$ cat config.mk
export PLATFORM = sky130hd
export DESIGN_NAME = free_running_input_capture
export DESIGN_NICKNAME = d
export VERILOG_FILES = /design/src/logic/capture_pkg.sv /design/src/logic/event_strobe.sv /design/src/logic/free_running_input_capture.sv
export SDC_FILE = /design/constraint.sdc
export NUM_CORES = 1
export LEC_CHECK = 0
export BUFFER_PORTS_ARGS = -buffer_cell sky130_fd_sc_hd__buf_2
export CORE_MARGIN = 4
export CORE_UTILIZATION = 46
export CTS_BUF_LIST = sky130_fd_sc_hd__clkbuf_16
export CTS_CLUSTER_SIZE = 28
export DETAILED_ROUTE_END_ITERATION = 8
export PLACE_DENSITY = 0.85
export SLEW_MARGIN = 10
export SYNTH_ARGS = -nofsm -noshare
export SYNTH_HDL_FRONTEND = slang
export SYNTH_SLANG_ARGS = --single-unit
export TNS_END_PERCENT = 5
$ cat constraint.sdc
create_clock -name ref_clk_i -period 1.72 [get_ports ref_clk_i]
set_clock_uncertainty 0.05 [all_clocks]
set_input_delay 0.258 -clock ref_clk_i [delete_from_list [all_inputs] [get_ports ref_clk_i]]
set_output_delay 0.258 -clock ref_clk_i [all_outputs]
set_load 0.02 [all_outputs]
$ cat src/logic/capture_pkg.sv
/*
 * constants and carrier types for the free-running input capture timer.
 * assumes one 125 MHz reference clock and a synchronous active-low reset.
 */
package capture_pkg;
   localparam int unsigned CNT_WIDTH     = 32;
   localparam int unsigned NUM_CHANNELS  = 4;
   localparam int unsigned SYNC_STAGES   = 2;
   localparam logic [31:0] COUNT_RESET   = 32'h0000_0000;
   localparam logic [31:0] COUNT_STEP    = 32'h0000_0001;
   localparam logic        CLK_SEL_HALF  = 1'b0;
   localparam logic        CLK_SEL_BUS   = 1'b1;
   localparam logic        SRC_SEL_PIN   = 1'b0;
   localparam logic        SRC_SEL_EVBUS = 1'b1;

   typedef struct packed {
      logic                 write;
      logic [CNT_WIDTH-1:0] data;
   } counter_write_type;
endpackage

$ cat src/logic/event_strobe.sv
/*
 * rising-edge strobe generator, one per bit, with optional input synchroniser.
 * assumes a single clock; STAGES of 0 for inputs already on this clock.
 */
`timescale 1ns/1ps
`default_nettype none
module event_strobe #(
   parameter int unsigned WIDTH  = 4,
   parameter int unsigned STAGES = 2
) (
   // clock and reset
   input  wire logic             ref_clk_i,
   input  wire logic             rst_n_i,
   // event levels in, strobes out
   input  wire logic [WIDTH-1:0] level_i,
   output var  logic [WIDTH-1:0] strobe_o
);
   logic [WIDTH-1:0] prev;
   logic [WIDTH-1:0] clean;

   genvar g;
   generate
      for (g = 0; g < WIDTH; g++) begin : g_bit
         if (STAGES > 0) begin : g_sync
            // first stage feeds only the second stage
            logic [STAGES-1:0] chain;
            always_ff @(posedge ref_clk_i) begin
               if (!rst_n_i) begin
                  chain <= '0;
               end else begin
                  chain <= {chain[STAGES-2:0], level_i[g]};
               end
            end
            assign clean[g] = chain[STAGES-1];
         end else begin : g_direct
            assign clean[g] = level_i[g];
         end
         always_ff @(posedge ref_clk_i) begin
            if (!rst_n_i) begin
               prev[g] <= 1'b0;
            end else begin
               prev[g] <= clean[g];
            end
         end
         assign strobe_o[g] = clean[g] & ~prev[g];
      end
   endgenerate
endmodule
`default_nettype wire

$ cat src/logic/free_running_input_capture.sv
/*
 * free-running 32-bit counter with four capture channels.
 * assumes pins and the alternate clock bus are asynchronous; event bus is on ref_clk.
 */
`timescale 1ns/1ps
`default_nettype none
module free_running_input_capture
   import capture_pkg::*;
#(
   parameter int unsigned CHANNELS = capture_pkg::NUM_CHANNELS
) (
   // clock and reset
   input  wire logic                                      ref_clk_i,
   input  wire logic                                      rst_n_i,
   // configuration
   input  wire logic                                      count_clock_select_i,
   input  wire logic [CHANNELS-1:0]                       capture_source_select_i,
   // count sources
   input  wire logic                                      alt_clock_bus_i,
   // capture sources
   input  wire logic [CHANNELS-1:0]                       capture_pin_i,
   input  wire logic [CHANNELS-1:0]                       event_bus_i,
   // software counter write
   input  wire capture_pkg::counter_write_type            counter_write_i,
   // results
   output var  logic [capture_pkg::CNT_WIDTH-1:0]         counter_o,
   output var  logic [CHANNELS-1:0][capture_pkg::CNT_WIDTH-1:0] capture_value_o,
   output var  logic                                      capture_input_interrupt_o
);
   import capture_pkg::*;

   logic [CHANNELS-1:0]                 pin_strobe;
   logic [CHANNELS-1:0]                 bus_strobe;
   logic [CHANNELS-1:0]                 chan_strobe;
   logic [0:0]                          alt_strobe;
   logic                                half_phase;
   logic                                next_half_phase;
   logic                                tick;
   logic [CNT_WIDTH-1:0]                count;
   logic [CNT_WIDTH-1:0]                next_count;
   logic [CNT_WIDTH-1:0]                capture_source;
   logic [CHANNELS-1:0][CNT_WIDTH-1:0]  capture;
   logic [CHANNELS-1:0][CNT_WIDTH-1:0]  next_capture;
   logic                                irq;
   logic                                next_irq;

   event_strobe #(.WIDTH(CHANNELS), .STAGES(SYNC_STAGES)) u_pin_strobe (
      .ref_clk_i (ref_clk_i),
      .rst_n_i   (rst_n_i),
      .level_i   (capture_pin_i),
      .strobe_o  (pin_strobe)
   );

   // event bus already runs on ref_clk_i, so no synchroniser stages
   event_strobe #(.WIDTH(CHANNELS), .STAGES(0)) u_bus_strobe (
      .ref_clk_i (ref_clk_i),
      .rst_n_i   (rst_n_i),
      .level_i   (event_bus_i),
      .strobe_o  (bus_strobe)
   );

   // alternate clock bus is asynchronous, so it is synchronised first
   event_strobe #(.WIDTH(1), .STAGES(SYNC_STAGES)) u_alt_strobe (
      .ref_clk_i (ref_clk_i),
      .rst_n_i   (rst_n_i),
      .level_i   (alt_clock_bus_i),
      .strobe_o  (alt_strobe)
   );

   assign chan_strobe = (capture_source_select_i & bus_strobe)
                      | (~capture_source_select_i & pin_strobe);

   assign tick = (count_clock_select_i == CLK_SEL_BUS) ? alt_strobe[0] : half_phase;

   // incremented value when leading or colliding with a write
   // exact counter value otherwise
   // one-count lead in bus mode is intended; software must allow for it
   assign capture_source = (counter_write_i.write || count_clock_select_i == CLK_SEL_BUS)
                         ? count + COUNT_STEP : count;

   always_comb begin
      next_half_phase = ~half_phase;
      next_count = count + (tick ? COUNT_STEP : COUNT_RESET);
      // a write wins the counter; software keeps writes to half clock mode
      if (counter_write_i.write) begin
         next_count = counter_write_i.data;
      end
      for (int c = 0; c < CHANNELS; c++) begin
         next_capture[c] = chan_strobe[c] ? capture_source : capture[c];
      end
      // pin captures only; wrap raises nothing
      next_irq = |(chan_strobe & ~capture_source_select_i);
   end

   always_ff @(posedge ref_clk_i) begin
      if (!rst_n_i) begin
         half_phase <= 1'b0;
         count      <= COUNT_RESET;
         capture    <= '0;
         irq        <= 1'b0;
      end else begin
         half_phase <= next_half_phase;
         count      <= next_count;
         capture    <= next_capture;
         irq        <= next_irq;
      end
   end

   // read-only words, driven from flops only
   assign counter_o                 = count;
   assign capture_value_o           = capture;
   assign capture_input_interrupt_o = irq;
endmodule
`default_nettype wire
* Word level (Yosys, flattened, before mapping) *
Index checks and enable logic that the tools add are counted.

storage, ports and cells
  flip-flop bits (word level) = 181
  bits in latches = 0
  RAM bits = 0
  ROM bits = 0
  output and inout bits = 161
  word-level logic and storage cells = 53
  memories kept = 0

cells by class
  $add $sub $neg = 2
  $mul = 0
  div/mod/pow operators = 0
  $lt $le $gt $ge = 0
  eq/ne operators = 0
  shift operators = 0
  muxes and demuxes = 4
  bitwise gates (word level) = 24
  reductions and logical operators = 2

operator list
  kind                                                              count
  32-bit two-way mux                                                2
  32-bit by 1-bit adder with 32-bit output                          1
  32-bit by 1-bit adder with 32-bit output (second input constant)  1
  4-bit AND                                                         3
  1-bit NOT                                                         10
  1-bit AND                                                         9
  4-bit NOT                                                         1
  4-bit OR                                                          1
  4-bit OR reduction                                                1
  1-bit two-way mux                                                 2
  1-bit logical OR                                                  1

* Depth between registers and ports, before layout *
  depth after elaboration = 6
  mapped depth = 9
  depth with buffers taken out = 9

* Cells and area by module *
From an unflattened synthesis, not the netlist that was laid out.

unflattened totals
  cell total of the unflattened synthesis = 851
  area, all modules = 7513.5 um2

modules (own cells, without submodules)
  module                        times used  cells an instance  area each (um2)  seq. area each (um2)
  free_running_input_capture    1           803                6929.1           3243.1
  event_strobe at u_pin_strobe  1           29                 361.6            240.2
  event_strobe at u_bus_strobe  1           12                 130.1            80.1
  event_strobe at u_alt_strobe  1           7                  92.6             60.1

* Worst setup path before layout *
No wires, ideal clock.

  path kind = flip-flop to flip-flop
  from = register count[15] (netlist: counter_o[15])
  to = register capture, in the netlist capture_value_o[58]
  data arrival time = 1789 ps
  required time = 1537 ps
  slack = -251 ps
  cell stages (with the launch flop) = 7
  period minus slack after synthesis = 1971 ps
  cell sequence = dfxtp_1 buf_2 nand4_2 nor4_1 nand3_1 xor2_1 a21oi_1

between the ends
  cells in the longest elaborated chain, start to end = 2

ends and longest elaborated chain
  item                                      RTL line                           text
  start: declaration                        free_running_input_capture.sv:39   logic [CNT_WIDTH-1:0] count;
  start signal: assignment                  free_running_input_capture.sv:103  count <= next_count;
  32-bit by 1-bit adder with 32-bit output  free_running_input_capture.sv:79   ? count + COUNT_STEP : count;
  32-bit two-way mux                        free_running_input_capture.sv:79
  end signal: assignment                    free_running_input_capture.sv:104  capture <= next_capture;
  end: declaration                          free_running_input_capture.sv:42   logic [CHANNELS-1:0][CNT_WIDTH-1:0] capture;

No other way between the ends.
A chain may end at the register's enable or synchronous reset.

* Worst setup path after layout *
  from = register u_alt_strobe.prev
  to = register count[18] (netlist: counter_o[18])

between the ends
  cells in the longest elaborated chain, start to end = 6

ends and longest elaborated chain
  item                                      RTL line                          text
  start: declaration                        event_strobe.sv:18                logic [WIDTH-1:0] prev;
  start signal: indexed assignment          event_strobe.sv:42                prev[g] <= clean[g];
  1-bit NOT                                 event_strobe.sv:45                assign strobe_o[g] = clean[g] & ~prev[g];
  1-bit AND                                 event_strobe.sv:45
  1-bit two-way mux                         free_running_input_capture.sv:73  assign tick = (count_clock_select_i == CLK_SEL_BUS) ? alt_strobe[0] : half_phase;
  1-bit two-way mux                         free_running_input_capture.sv:83  next_count = count + (tick ? COUNT_STEP : COUNT_RESET);
  32-bit by 1-bit adder with 32-bit output  free_running_input_capture.sv:83
  32-bit two-way mux                        free_running_input_capture.sv:85  if (counter_write_i.write) begin

No other way between the ends.

==> results by group <==
Worst setup path
  • Setup crit start kind: flop
  • Worst Setup End Kind: flop
  • Critical path buffer and inverter count: 0
  • Worst-path fanout max: 5
  • CP delay by family, top: simple AND/OR/NAND/NOR gates
  • Cell breakdown of the critical path: nand3b_1 > o21ai_1 > ha_2 > ha_4 > nand3_4 > nor4_4 > nor2b_1 > xnor2_1 > a21oi_1
  • Crit path DAT: around 2.3 ns
  • CP required: 1.98 ns
  • CP max stage delay: 0.31 ns
  • Critical-path top delay cell: dfxtp_1
  • Worst setup path class: reg -> reg

Logic synthesis
  • Syn Nets: 831
  • Sequential cell area fraction in the yosys report: 0.510
  • Mapped cell area: 7100 µm²
  • Syn Inst Count: 779
  • EDFF count, synth: 0
  • Async SR Flop Fraction: 0
  • Synthesized flop and latch total: 181
  • Top FF cell, synth: dfxtp_1
  • Synthesis Warnings: 0
  • Yosys cell types: 43
  • Synth Area per Inst: 9.11 µm²

Cells and area
  • Most frequent cells in the layout: buf_2 (208), dfxtp_1 (164), o21ai_0 (126), a21oi_1 (112), buf_4 (105)
  • Footprint of the multi-input gates: 3590 µm²
  • Commonest non-fill, non-tap cell in the layout: buf_2
  • Final net count: 1,124
  • Synth-to-layout area growth: 44.4%
  • Register area: ~3700 µm²
  • Fill cells: 1,048
  • Proportion of layout cells with a drive suffix above 1: 0.406
  • ANT cells: 0

Route
  • DRC viols: 0
  • WL/cell: 18.9 µm
  • 1st-pass router iterations: 5
  • Routed WL: about 24,000 µm
  • Post-DRT Antenna Nets: 0
  • Violation count after the first detailed-route iteration: around 740
  • Vias: between 7,000 and 8,000
  • DR vias/cell: approximately 5.7

GRT
  • Vias in the first global route: 7,020
  • First-pass GRT wire length: approximately 37,000 µm
  • GRT overflow: 0
  • GRT Total Usage: 0.262
  • Antenna violations before repair: 0
  • Largest net degree at the start of global routing: between 70 and 80

Pwr
  • Int Power: 7.32 mW
  • Flop pwr share: 0.458
  • Max IR drop VDD: 698 µV
  • Share of total power in combinational logic: 0.176
  • Cell leakage power: 4.84 nW
  • NetSw: 2.93 mW
  • Switching part of the total: 0.286
  • Clock power frac: 0.366
  • Final Power: 10.3 mW
  • Pwr dens: 1000 nW/µm²

Place
  • GPL Wtd Cong: between 0.9 and 1
  • Post-DP HPWL: 16,500 µm
  • Setup WS pre-CTS: -0.317 ns
  • PortBufs: 209

Timing
  • Final Max Tran Viols: 0
  • Final WS setup: -0.276 ns
  • Post-route minimum period: 2.00 ns
  • Fmax: 0.501 GHz
  • Slew HR: 0.633
  • Final period utilization: 1.16
  • RSZ-0062 raised after global routing: yes
  • Count of final hold-check violations: 0
  • Hold slack final: ~0.0083 ns
  • Sum Neg Setup Slack: -6.86 ns
  • Setup violators final: 65
  • Worst slew pin tran: 0.548 ns

Floorplanning
  • DIE AREA: 17,500 µm²
  • Rows: 45
  • Die height: approximately 130 µm
  • Initial Utilization: 0.469
  • IO Count: 210
  • Die X: 132 µm
  • Core area: roughly 15,000 µm²

Clock tree
  • CTS tree: done
  • Number of clock sinks: 181
  • Clock Tree Buf Depth: 2
  • Root buf cell: clkbuf_16
  • Clock transition at the registers of the reported paths: 0.07 ns
  • Insertion delay to the later sink of the worst-skew pair: 0.43 ns
  • Total CTS buffers: 17
  • H-tree levels: 4

Run
  • # Max-Cap Violations: 0

Run status
  • Failing checks: negative setup slack
  • Status: complete, but fails checks

Hold path
  • Hold WC Path Type: in -> reg
worst register-to-register path, cell delays in order (launching register included):
cell	delay, ns
dfxtp_1	0.31
nand3b_1	0.18
o21ai_1	0.13
ha_2	0.23
ha_4	0.15
nand3_4	0.11
nor4_4	0.21
nor2b_1	0.22
xnor2_1	0.18
a21oi_1	0.12
state kept, by name, summed over array words and instances (netlist names):
name and cells:
capture_input_interrupt_o 1, capture_value_o 128, counter_o 32, half_phase 1, u_alt_strobe.g_bit.g_sync.chain 2, u_alt_strobe.prev 1
u_bus_strobe.prev 4, u_pin_strobe.g_bit.g_sync.chain 8, u_pin_strobe.prev 4
path summary, 6_finish.rpt:
kind | startpoint | endpoint | slack (ns) | depth (start not counted)
setup reg to reg | u_alt_strobe.prev | counter_o[18] | -0.28 | 9
hold reg to reg | half_phase | half_phase | 0.38 | 1
setup / recovery | u_alt_strobe.prev | counter_o[18] | -0.28 | 9
hold / removal | event_bus_i[0] | u_bus_strobe.prev[0] | 0.008 | 2
area by class of cell:
type	instances	area share
Clock buffer	17	0.0415
Clock inverter	14	0.0132
Inverter	7	0.00256
Multi-Input combinational cell	529	0.350
Sequential cell	181	0.357
Tap cell	188	0.0229
Timing Repair Buffer	336	0.212
logic make-up (layout without fill, tap and decap cells):
group                    count (synthesis)  in the layout  share of synthesized area
AND/OR/NAND/NOR                        172            172                      0.137
buffers and inverters                   69            374                     0.0382
flip-flops                             181            181                      0.510
AO/OA/AOI/OAI                          288            288                      0.226
multiplexers                             7              7                    0.00987
adder cells (fa/ha/maj)                  3              3                    0.00529
XOR/XNOR                                59             59                     0.0728
synth_stat cells (2+ instances only):
library cell    n  share of area
dfxtp_1       181           0.51
o21ai_0       129          0.091
a21oi_1       119          0.084
nand2_1        56          0.030
clkbuf_1       52          0.027
xnor2_1        30          0.037
xor2_1         29          0.036
o211a_1        28          0.039
and2_1         22          0.019
nand3_1        16          0.011
nand4_1        15          0.013
nor2_1         14         0.0074
nor2b_1         9         0.0079
buf_2           8         0.0056
nor3_1          8         0.0056
mux2i_1         7         0.0099
inv_1           6         0.0032
a31oi_1         5         0.0044
and3_1          5         0.0044
and4_1          4         0.0049
nor3b_1         4         0.0042
ha_1            3         0.0053
nor4_1          3         0.0026
o21bai_1        3         0.0032
clkbuf_2        2         0.0014
nor3_2          2         0.0028
nor4_2          2         0.0035
nor4_4          2         0.0060
power by group through the flow:
stage | Clock [mW] | Sequential, mW | Combinational, mW
finish | 3.75 | 4.70 | 1.80
floorplan | 0 | 5.11 | 0.588
CTS | 3.77 | 4.69 | 1.75
global placement | 0 | 4.77 | 1.67
global route | 3.94 | 4.73 | 1.92
detailed placement | 0 | 4.78 | 1.71
through the flow:
stage | util | cell area [µm²] | instances
finish | 0.677 | 10300 | 1272
global route | 0.677 | 10300 | 1272
CTS | 0.667 | 10100 | 1271
detailed placement | 0.611 | 9250 | 1229
global placement | 0.611 | 9250 | 1229
floorplan | - | 7200 | 779
routing by layer:
layer | vias to the layer above | GRT usage | share of wire
met2 | 401 | 0.422 | 0.48
met3 | 82 | 0.0500 | 0.068
met5 | - | 0 | 0
met1 | 3453 | 0.336 | 0.41
met4 | 0 | 0.139 | 0.042
li1 | 3336 | - | -
timing repair:
item	in CTS	in global routing
hold endpoints to repair	8	0
gates resized for setup	37	34
pin swaps	13	14
setup buffers	3	1
hold buffers	8	0
endpoints found under the setup margin	87	130
Note: power is estimated with default switching activity, not from simulation.
